[src/shared/wdog_pkg.sv]
// shared constants for the independent window watchdog
package wdog_pkg;

    // ------------------------------------------------------------
    // geometry
    // ------------------------------------------------------------
    localparam int CNT_W     = 12;
    localparam int PRE_W     = 8;
    localparam int DIV_W     = 3;

    // ------------------------------------------------------------
    // register byte offsets
    // ------------------------------------------------------------
    localparam logic [7:0] ADR_CMD    = 8'h00;
    localparam logic [7:0] ADR_DIV    = 8'h04;
    localparam logic [7:0] ADR_RELOAD = 8'h08;
    localparam logic [7:0] ADR_STAT   = 8'h0C;
    localparam logic [7:0] ADR_WIN    = 8'h10;
    localparam logic [7:0] ADR_CORE   = 8'h14;

    // ------------------------------------------------------------
    // command keys
    // ------------------------------------------------------------
    localparam logic [15:0] KEY_UNLOCK = 16'h5555;
    localparam logic [15:0] KEY_START  = 16'hCCCC;
    localparam logic [15:0] KEY_RELOAD = 16'hAAAA;

    // ------------------------------------------------------------
    // field positions and values after reset
    // ------------------------------------------------------------
    localparam int STAT_DIV_BIT    = 0;
    localparam int STAT_RELOAD_BIT = 1;
    localparam int STAT_WIN_BIT    = 2;
    localparam int CORE_RUN_BIT    = 16;
    localparam logic [2:0]  RST_DIV    = 3'h0;
    localparam logic [11:0] RST_RELOAD = 12'hFFF;
    localparam logic [11:0] RST_WIN    = 12'hFFF;

    // ------------------------------------------------------------
    // divider and crossing counts
    // ------------------------------------------------------------
    localparam logic [2:0] DIV_MAX_CODE = 3'h6;
    localparam logic [1:0] PEND_TICKS   = 2'h2;

endpackage

[src/shared/wdog_core_if.sv]
// carrier between the register side and the counting core
`timescale 1ns/1ps
interface wdog_core_if #(parameter int CNT_W = 12);
    logic                 tick;
    logic                 start;
    logic                 reload;
    logic                 cfg_load;
    logic                 wnd_chg;
    logic [2:0]           div_code;
    logic [CNT_W-1:0]     reload_count;
    logic [CNT_W-1:0]     win_limit;
    logic [CNT_W-1:0]     cnt;
    logic                 running;
    logic                 rst_pulse;

    modport main (output tick, start, reload, cfg_load, wnd_chg,
                  output div_code, reload_count, win_limit,
                  input  cnt, running, rst_pulse);
    modport core (input  tick, start, reload, cfg_load, wnd_chg,
                  input  div_code, reload_count, win_limit,
                  output cnt, running, rst_pulse);
endinterface

[src/verilog/independent_window_watchdog.sv]
// wishbone register front end and crossing logic of the watchdog
//
// Register access over Wishbone is this design's own decision.
`timescale 1ns/1ps
module independent_window_watchdog #(
    parameter int CNT_W = wdog_pkg::CNT_W
) (
    // clock and reset
    input  wire logic         mclk_in,
    input  wire logic         rstn_in,
    // wishbone slave
    input  wire logic         wb_cyc_in,
    input  wire logic         wb_stb_in,
    input  wire logic         wb_we_in,
    input  wire logic [7:0]   wb_adr_in,
    input  wire logic [3:0]   wb_sel_in,
    input  wire logic [31:0]  wb_dat_in,
    output logic      [31:0]  wb_dat_out,
    output logic              wb_ack_out,
    // low speed rc clock, sampled as a plain pin
    input  wire logic         rc_clk_in,
    // debug and option straps
    input  wire logic         dbg_halt_in,
    input  wire logic         debug_freeze_bit_in,
    input  wire logic         hw_autostart_in,
    // system reset request
    output logic              sys_reset_out
);

    // ------------------------------------------------------------
    // state
    // ------------------------------------------------------------
    typedef struct packed {
        logic                 rc_s1;
        logic                 rc_s2;
        logic                 rc_s3;
        logic                 ack;
        logic [31:0]          dat;
        logic                 unlocked;
        logic [2:0]           div_code;
        logic [CNT_W-1:0]     reload_count;
        logic [CNT_W-1:0]     win_limit;
        logic [2:0]           pend;
        logic [1:0]           age;
        logic                 start_req;
        logic                 reload_req;
        logic                 boot;
    } front_t;

    front_t s_r;
    front_t s_nxt;

    logic        frozen;
    logic        tick;
    logic        req;
    logic        wr;
    logic        half;
    logic [15:0] key;
    logic        cmd_wr;
    logic        cfg_ok;
    logic        cfg_load;
    logic [31:0] rd_word;

    wdog_core_if #(.CNT_W(CNT_W)) core_if ();

    // ------------------------------------------------------------
    // decode
    // ------------------------------------------------------------
    // freeze only while halted with the freeze bit set
    assign frozen = dbg_halt_in & debug_freeze_bit_in;
    // one step per rc rising edge; mclk must far outrun the rc clock
    assign tick   = s_r.rc_s2 & ~s_r.rc_s3 & ~frozen;
    assign req    = wb_cyc_in & wb_stb_in & ~s_r.ack;
    assign wr     = req & wb_we_in;
    // half-word or word on the low lanes; byte writes do nothing
    assign half   = (wb_sel_in[1:0] == 2'b11);
    assign key    = wb_dat_in[15:0];
    assign cmd_wr = wr & half & (wb_adr_in == wdog_pkg::ADR_CMD);
    assign cfg_ok = wr & half & s_r.unlocked;
    // values reach the core when the crossing delay has run out
    assign cfg_load = tick & (|s_r.pend)
                      & (s_r.age == wdog_pkg::PEND_TICKS - 2'h1);

    // read data; command register reads as zero
    always_comb
    begin
        unique case (wb_adr_in)
            wdog_pkg::ADR_DIV:    rd_word = 32'(s_r.div_code);
            wdog_pkg::ADR_RELOAD: rd_word = 32'(s_r.reload_count);
            wdog_pkg::ADR_STAT:   rd_word = 32'(s_r.pend);
            wdog_pkg::ADR_WIN:    rd_word = 32'(s_r.win_limit);
            wdog_pkg::ADR_CORE:
            begin
                rd_word = 32'(core_if.cnt);
                rd_word[wdog_pkg::CORE_RUN_BIT] = core_if.running;
            end
            default:              rd_word = 32'h0000_0000;
        endcase
    end

    // ------------------------------------------------------------
    // next state
    // ------------------------------------------------------------
    always_comb
    begin
        s_nxt       = s_r;
        // rc pin synchroniser and edge history
        s_nxt.rc_s1 = rc_clk_in;
        s_nxt.rc_s2 = s_r.rc_s1;
        s_nxt.rc_s3 = s_r.rc_s2;
        // single-cycle ack, dropped the cycle after
        s_nxt.ack   = req;
        s_nxt.dat   = (req & ~wb_we_in) ? rd_word : 32'h0000_0000;

        // commands handed over on the tick, then cleared
        if (tick)
        begin
            s_nxt.start_req  = 1'b0;
            s_nxt.reload_req = 1'b0;
        end

        // crossing delay: flags drop after the set number of ticks
        if (tick && (|s_r.pend))
        begin
            s_nxt.age = s_r.age + 2'h1;
            if (cfg_load)
            begin
                s_nxt.pend = 3'h0;
                s_nxt.age  = 2'h0;
            end
        end

        // strap caught once, just after reset release
        if (!s_r.boot)
        begin
            s_nxt.boot = 1'b1;
            if (hw_autostart_in)
                s_nxt.start_req = 1'b1;
        end

        // commands; a new request beats the hand-over clear
        if (cmd_wr)
        begin
            s_nxt.unlocked = (key == wdog_pkg::KEY_UNLOCK);
            if (key == wdog_pkg::KEY_START)
                s_nxt.start_req = 1'b1;
            if (key == wdog_pkg::KEY_RELOAD)
                s_nxt.reload_req = 1'b1;
        end

        // protected writes; flag set wins over the crossing clear
        if (cfg_ok && wb_adr_in == wdog_pkg::ADR_DIV)
        begin
            s_nxt.div_code = wb_dat_in[2:0];
            s_nxt.pend[wdog_pkg::STAT_DIV_BIT] = 1'b1;
            s_nxt.age = 2'h0;
        end
        if (cfg_ok && wb_adr_in == wdog_pkg::ADR_RELOAD)
        begin
            s_nxt.reload_count = wb_dat_in[CNT_W-1:0];
            s_nxt.pend[wdog_pkg::STAT_RELOAD_BIT] = 1'b1;
            s_nxt.age = 2'h0;
        end
        if (cfg_ok && wb_adr_in == wdog_pkg::ADR_WIN)
        begin
            s_nxt.win_limit = wb_dat_in[CNT_W-1:0];
            s_nxt.pend[wdog_pkg::STAT_WIN_BIT] = 1'b1;
            s_nxt.age = 2'h0;
        end
    end

    // ------------------------------------------------------------
    // state register
    // ------------------------------------------------------------
    always_ff @(posedge mclk_in or negedge rstn_in)
    begin
        if (!rstn_in)
        begin
            s_r              <= '0;
            s_r.div_code     <= wdog_pkg::RST_DIV;
            s_r.reload_count <= wdog_pkg::RST_RELOAD;
            s_r.win_limit    <= wdog_pkg::RST_WIN;
        end
        else
            s_r <= s_nxt;
    end

    // ------------------------------------------------------------
    // core hookup
    // ------------------------------------------------------------
    assign core_if.tick         = tick;
    assign core_if.start        = s_r.start_req;
    assign core_if.reload       = s_r.reload_req;
    assign core_if.cfg_load     = cfg_load;
    // window change forces a reload as it lands
    assign core_if.wnd_chg      = cfg_load & s_r.pend[wdog_pkg::STAT_WIN_BIT];
    assign core_if.div_code     = s_r.div_code;
    assign core_if.reload_count = s_r.reload_count;
    assign core_if.win_limit    = s_r.win_limit;

    wdog_core #(.CNT_W(CNT_W)) u_core (
        .clk_in  (mclk_in),
        .rstn_in (rstn_in),
        .cfg_bus (core_if.core)
    );

    // bus and reset outputs
    assign wb_ack_out    = s_r.ack;
    assign wb_dat_out    = s_r.dat;
    assign sys_reset_out = core_if.rst_pulse;
endmodule

[src/verilog/wdog_core.sv]
// prescaler and down counter of the watchdog, stepped on rc ticks
`timescale 1ns/1ps
module wdog_core #(
    parameter int CNT_W = 12
) (
    // clock and reset
    input  wire logic  clk_in,
    input  wire logic  rstn_in,
    // register side
    wdog_core_if.core  cfg_bus
);

    typedef struct packed {
        logic                          en;
        logic                          rst;
        logic [wdog_pkg::PRE_W-1:0]    pre;
        logic [CNT_W-1:0]              cnt;
        logic [2:0]                    div_code;
        logic [CNT_W-1:0]              reload_count;
        logic [CNT_W-1:0]              win_limit;
    } core_t;

    core_t s_r;
    core_t s_nxt;
    logic [CNT_W-1:0] eff_reload;
    logic [CNT_W-1:0] eff_win;

    // terminal prescaler count: (4 << code) - 1, codes above 6 saturate
    function automatic logic [7:0] div_limit(input logic [2:0] code);
        logic [2:0]  cap;
        logic [15:0] full;
        cap  = (code > wdog_pkg::DIV_MAX_CODE) ? wdog_pkg::DIV_MAX_CODE
                                               : code;
        full = (16'h0004 << cap) - 16'h0001;
        return full[7:0];
    endfunction

    // ------------------------------------------------------------
    // next state
    // ------------------------------------------------------------
    always_comb
    begin
        s_nxt      = s_r;
        s_nxt.rst  = 1'b0;
        // freshly crossed reload and window values win on the tick they arrive; the divider code applies from the next tick
        eff_reload = cfg_bus.cfg_load ? cfg_bus.reload_count
                                      : s_r.reload_count;
        eff_win    = cfg_bus.cfg_load ? cfg_bus.win_limit : s_r.win_limit;
        if (cfg_bus.tick)
        begin
            if (cfg_bus.cfg_load)
            begin
                s_nxt.div_code     = cfg_bus.div_code;
                s_nxt.reload_count = cfg_bus.reload_count;
                s_nxt.win_limit    = cfg_bus.win_limit;
            end
            if (cfg_bus.start)
                s_nxt.en = 1'b1;
            if (s_r.en && s_r.cnt == '0)
            begin
                s_nxt.rst = 1'b1;
                s_nxt.cnt = eff_reload;
                s_nxt.pre = '0;
            end
            else if (cfg_bus.reload && s_r.en && s_r.cnt > eff_win)
            begin
                s_nxt.rst = 1'b1;
                s_nxt.cnt = eff_reload;
                s_nxt.pre = '0;
            end
            else if (cfg_bus.reload || cfg_bus.wnd_chg)
            begin
                s_nxt.cnt = eff_reload;
                s_nxt.pre = '0;
            end
            else if (s_r.en)
            begin
                if (s_r.pre == div_limit(s_r.div_code))
                begin
                    s_nxt.pre = '0;
                    s_nxt.cnt = s_r.cnt - 1'b1;
                end
                else
                    s_nxt.pre = s_r.pre + 1'b1;
            end
        end
    end

    // ------------------------------------------------------------
    // state register
    // ------------------------------------------------------------
    always_ff @(posedge clk_in or negedge rstn_in)
    begin
        if (!rstn_in)
        begin
            s_r              <= '0;
            s_r.cnt          <= wdog_pkg::RST_RELOAD;
            s_r.div_code     <= wdog_pkg::RST_DIV;
            s_r.reload_count <= wdog_pkg::RST_RELOAD;
            s_r.win_limit    <= wdog_pkg::RST_WIN;
        end
        else
            s_r <= s_nxt;
    end

    // outputs straight from flops; reset request is a one-cycle pulse
    assign cfg_bus.cnt       = s_r.cnt;
    assign cfg_bus.running   = s_r.en;
    assign cfg_bus.rst_pulse = s_r.rst;

endmodule
[config.mk]
export PLATFORM = sky130hd
export DESIGN_NAME = independent_window_watchdog
export DESIGN_NICKNAME = d
export VERILOG_FILES = /design/src/shared/wdog_pkg.sv /design/src/shared/wdog_core_if.sv /design/src/verilog/independent_window_watchdog.sv /design/src/verilog/wdog_core.sv
export SDC_FILE = /design/constraint.sdc
export NUM_CORES = 1
export LEC_CHECK = 0
export BUFFER_PORTS_ARGS = -buffer_cell sky130_fd_sc_hd__buf_2
export CAP_MARGIN = 30
export CORE_ASPECT_RATIO = 0.8
export CORE_MARGIN = 4
export CORE_UTILIZATION = 57
export DETAILED_ROUTE_END_ITERATION = 10
export PLACE_DENSITY = 0.8
export SETUP_SLACK_MARGIN = 0.2
export SYNTH_ARGS = -nofsm -noshare
export SYNTH_HDL_FRONTEND = slang
export SYNTH_SLANG_ARGS = --single-unit
[constraint.sdc]
create_clock -name mclk_in -period 4.46 [get_ports mclk_in]
set_clock_uncertainty 0.15 [all_clocks]
set_input_delay 0.892 -clock mclk_in [delete_from_list [all_inputs] [get_ports mclk_in]]
set_output_delay 0.892 -clock mclk_in [all_outputs]
set_load 0.01 [all_outputs]
# Yosys cells after proc, flatten, opt, wreduce, memory -nomap -nowiden
# Cells that the tools add are included.
# Widths: inputs -> output; s select.
[classes]
mul = 0
mux = 27
eq_ne = 11
n_shift = 1
magnitude_cmp = 2
addsub = 4
n_reduce_logical = 27
n_bitwise = 17
div = 0
[op_table]
columns = ["cell", "n"]
rows = [
  ["$pmux 17 s5", 1],
  ["$mux 20", 3],
  ["$mux 48", 1],
  ["$mux 12", 3],
  ["$eq 16x16->1 const B", 2],
  ["$mux 32", 1],
  ["$mux 27", 1],
  ["$mux 21", 1],
  ["$eq 16x15->1 const B", 1],
  ["$eq 8x4->1 const B", 2],
  ["$eq 8x5->1 const B", 2],
  ["$and 1x1->1", 13],
  ["$gt 12x12->1", 1],
  ["$logic_not 12->1", 1],
  ["$reduce_and 2->1", 6],
  ["$reduce_bool 2->1", 6],
  ["$reduce_bool 4->1", 3],
  ["$sub 12x1->12 const B", 1],
  ["$mux 5", 2],
  ["$add 8x1->8 const B", 1],
  ["$eq 8x3->1 const B", 1],
  ["$eq 8x8->1", 1],
  ["$logic_not 8->1", 1],
  ["$mux 2", 4],
  ["other kinds (14)", 30],
]
[totals]
out_inout_bits = 34
memories = 0
reg_bits = 121
rom_bits = 0
mem_bits_rw = 0
wordCells = 112
inputBits = 53
latch_bits = 0

# Logic depth before layout (Yosys ltp)
[depth]
ltp_word = 11
ltp_mapped = 13

# By module
# A second synthesis with hierarchy kept.
[unflattened]
cells_unflattened = 518
area_unflattened_um2 = 5765.5
[by_module_without_submodules]
columns = ["mod", "area_per_inst_um2", "seq_area_each_um2", "cells_per_inst", "n_inst"]
rows = [
  ["wdog_core", 3084.2, 1271.2, 287, 1],
  ["independent_window_watchdog", 2681.3, 1356.3, 231, 1],
]

# Worst setup path after synthesis
# No wires, ideal clock.
[synth_timing]
kind = "input-to-reg"
start = "input port dbg_halt_in"
end = "register u_core.s_r, in the netlist u_core.cfg_bus.rst_pulse"
setup_ps = 128
arrival_time_ps = 3160
stages = 12
n_path_buf = 2
path_slack_ps = 1022
cell_sequence = "nand2_1 -> nand4_1 -> buf_2 -> buf_2 -> mux2_2 -> inv_1 -> ha_1 -> a21o_1 -> a221o_1 -> a221oi_1 -> o21a_1 -> o22ai_1"
[synth_lines]
columns = ["item", "line", "text"]
rows = [
  ["start, declared", "independent_window_watchdog.sv:23", "input wire logic dbg_halt_in,"],
  ["end signal, assigned", "wdog_core.sv:103", "s_r <= s_nxt;"],
  ["end, declared", "wdog_core.sv:23", "core_t s_r;"],
]

==> metrics.txt <==
io pins=87; FP Rows=31; Detail Route Antenna Nets=0; PortBufs=49; post-detail-place hpwl=9.11 mm; max_slew headroom=34.1%; status=complete, no violations; largest net degree at the start of global routing=75; Final min period=3.40 ns; htree depth=3; #FFs+latches synth=102; antenna cells=0; critical path data arrival time=3.48 ns; Die Y=95.3 µm; critical path data required time=4.54 ns; grt ovf=0; Finished Layout Cells=636; most frequent cells in the layout=60 x dfstp_2, 48 x buf_2, 42 x dfrtp_1; Worst Max-Slew Pin Slew=0.988 ns; vias in the first global route=3943; Register-to-Register Path Depth=10; Worst-Skew Late Latency=0.35 ns; critical path cell sequence=or3_1, nand4_1, mux2_2, inv_1, ha_1, and3_1, a221o_1, a221oi_1, o21a_1, o22ai_1; synth-to-layout area growth=10.2%; routability cong.=0.839; CTS Hold Bufs=0; Critical Path Sink Type=register; Most Used Layer, Global Route=met2; RSZ-0062 raised after global routing=false; Hold Fails Final Rpt=0; wire per inst=20.5 µm; post-CTS sizing=0; Synth area leaders=dfstp_2 29%, dfrtp_1 19%, mux2_2 8.3%, buf_4 4.6%, mux2_4 4.4%; post-synthesis cell area=0.00543 mm²; layout cells sized above 1=37.6%; initial antenna violation count=0; clock sinks=102; crit share post-route=76.3%; chip width=117 µm; VDD IR max=0.000206 V; top-area cell type share of the netlist area=29.0%; core footprint=0.00915 mm²; FF-to-FF End=u_core.cfg_bus.rst_pulse; met1 Track Usage GR=33.4%; Synth Area per Inst=11.3 µm²; Syn. warnings=0; R2R setup slack=1.06 ns; Final nets=583; drt total wl=13.0 mm; Synth Flop Type=dfstp_2; CTS Buffer Depth=2; Slew Viols, Final=0; commonest non-fill, non-tap cell in the layout=dfstp_2; setup TNS=0 ns; most area-hungry cell type in the Yosys netlist=dfstp_2; DRT iter0 DRCs=402; clk slew on worst S/H paths=0.07 ns; M3 GR Usage=8.25%; vias per cell=6.21; Synth async-reset ratio=100%; max cap viols=0; Post-CTS Setup Inserts=0; Setup Viol. Count Final=0; DRT Pass-1 Iters=5; Critical R2R Launch=s_r[7]; synthesized instance count=479; Pwr Density=374 mW/mm²; crit path kind=reg -> reg; CTS root buffer=clkbuf_16; Initial Util=59.3%; LEAKAGE=0.00273 µW; Inst Count DP=616; die area=0.0112 mm²; slowest CP cell=dfrtp_1; first-pass GRT wire length=20.7 mm; post-synth cell types=65; Hold Crit Class=in -> async; Tot GR Track Use=24.7%; met2 GRT Util=39.2%; Seq/Total Area, Yosys=48.4%; DRC=0; number of synthesized flops with an enable pin=0; maximum fanout along the worst path=7; CTS tree=built; crit start category=register; Max Clock Freq=294 MHz; CTS Buf Count=9; DR vias=3950; CP max stage delay=0.46 ns; Design Power=2240 µW
## flip-flops by register name, indices dropped and copies added, names as in the netlist
| name | cells |
|---|---|
| core_if.reload_count | 12 |
| u_core.cfg_bus.cnt | 12 |
| wb_dat_out | 13 |
| s_r | 8 |
| core_if.div_code | 3 |
| s_nxt | 2 |
| u_core.cfg_bus.rst_pulse | 1 |
| wb_ack_out | 1 |
| u_core.cfg_bus.running | 1 |
| u_core.s_r | 35 |
| core_if.win_limit | 12 |
| core_if.start | 1 |
| core_if.reload | 1 |
## routing by layer
metal	wire length [µm]	vias up	share of wire [%]
li1	-	1787	-
met5	0	-	0
met1	5480	1963	42
met3	1190	10	9.1
met4	97	0	0.74
met2	6260	190	48
## Yosys cell counts (4+ instances only)
library cell and n:
a221o_1 5, a222oi_1 11, a31oi_1 5, inv_1 19, nand3_1 8, a211oi_1 5, dfrtp_1 42, o21ai_0 13
dfstp_2 60, nand2b_1 6, a22oi_1 5, nor3_1 7, buf_4 33, clkbuf_1 10, mux2_2 40, a21o_1 6
a21oi_1 8, ha_1 14, nand4_1 8, nand2_1 29, nor2b_1 12, nor2_1 36, and2_1 4, and3_1 9
nor4bb_1 8, mux2_4 16
## worst max-delay path by stage
| stage | start | endpoint | slack, ns |
|---|---|---|---|
| floorplan | dbg_halt_in | u_core.cfg_bus.rst_pulse | 1.02 |
| global placement | dbg_halt_in | u_core.cfg_bus.rst_pulse | 0.79 |
| detailed placement | dbg_halt_in | u_core.cfg_bus.rst_pulse | 0.75 |
| CTS | s_r[5] | u_core.cfg_bus.rst_pulse | 1.09 |
| global route | s_r[7] | u_core.cfg_bus.rst_pulse | 0.99 |
| finish | s_r[7] | u_core.cfg_bus.rst_pulse | 1.06 |
## cells by family after synthesis
| group | count (synthesis) | synth area share [%] |
|---|---|---|
| AOI/OAI and AO/OA | 88 | 12.4 |
| xor gates and xnor gates | 2 | 0.323 |
| adders and majority gates | 14 | 3.23 |
| buffers and inverters | 71 | 8.27 |
| DFF | 102 | 48.4 |
| muxes | 57 | 12.9 |
| other | 2 | 0.138 |
| and+or+nand+nor | 143 | 14.3 |
## through the flow
step	util [%]	hold slack [ns]	setup slack [ns]	cell area, µm²
floorplan	-	0.181	1.02	5500
global placement	60.8	0.207	0.792	5560
detailed placement	60.8	0.210	0.747	5560
CTS	64.8	0.224	1.09	5940
global route	65.4	0.171	0.989	5990
finish	65.4	0.185	1.06	5990
## cell type report
type	instances	area [µm²]
multi-input cells	324	2420
clock inverters	5	129
flip-flops and latches	102	2630
clock buffers	11	243
repair buffers	60	350
fillers	689	3170
well taps	115	144
inverters	19	71.3
## critical path: cells and delay by family, from the launching register on
kind | cells | cell delay (ns)
flops | 1 | 0.46
buf+inv | 1 | 0.06
simple gates | 3 | 1.04
mux | 1 | 0.41
fa+ha+maj | 1 | 0.23
compound gates | 4 | 0.92
## where the power goes
part           total [µW]  switching, µW  internal, µW
clock network         972            349           623
logic                 257            157           100
registers            1010           43.4           968
total                2240            549          1690
(Power assumes the default switching activity.)
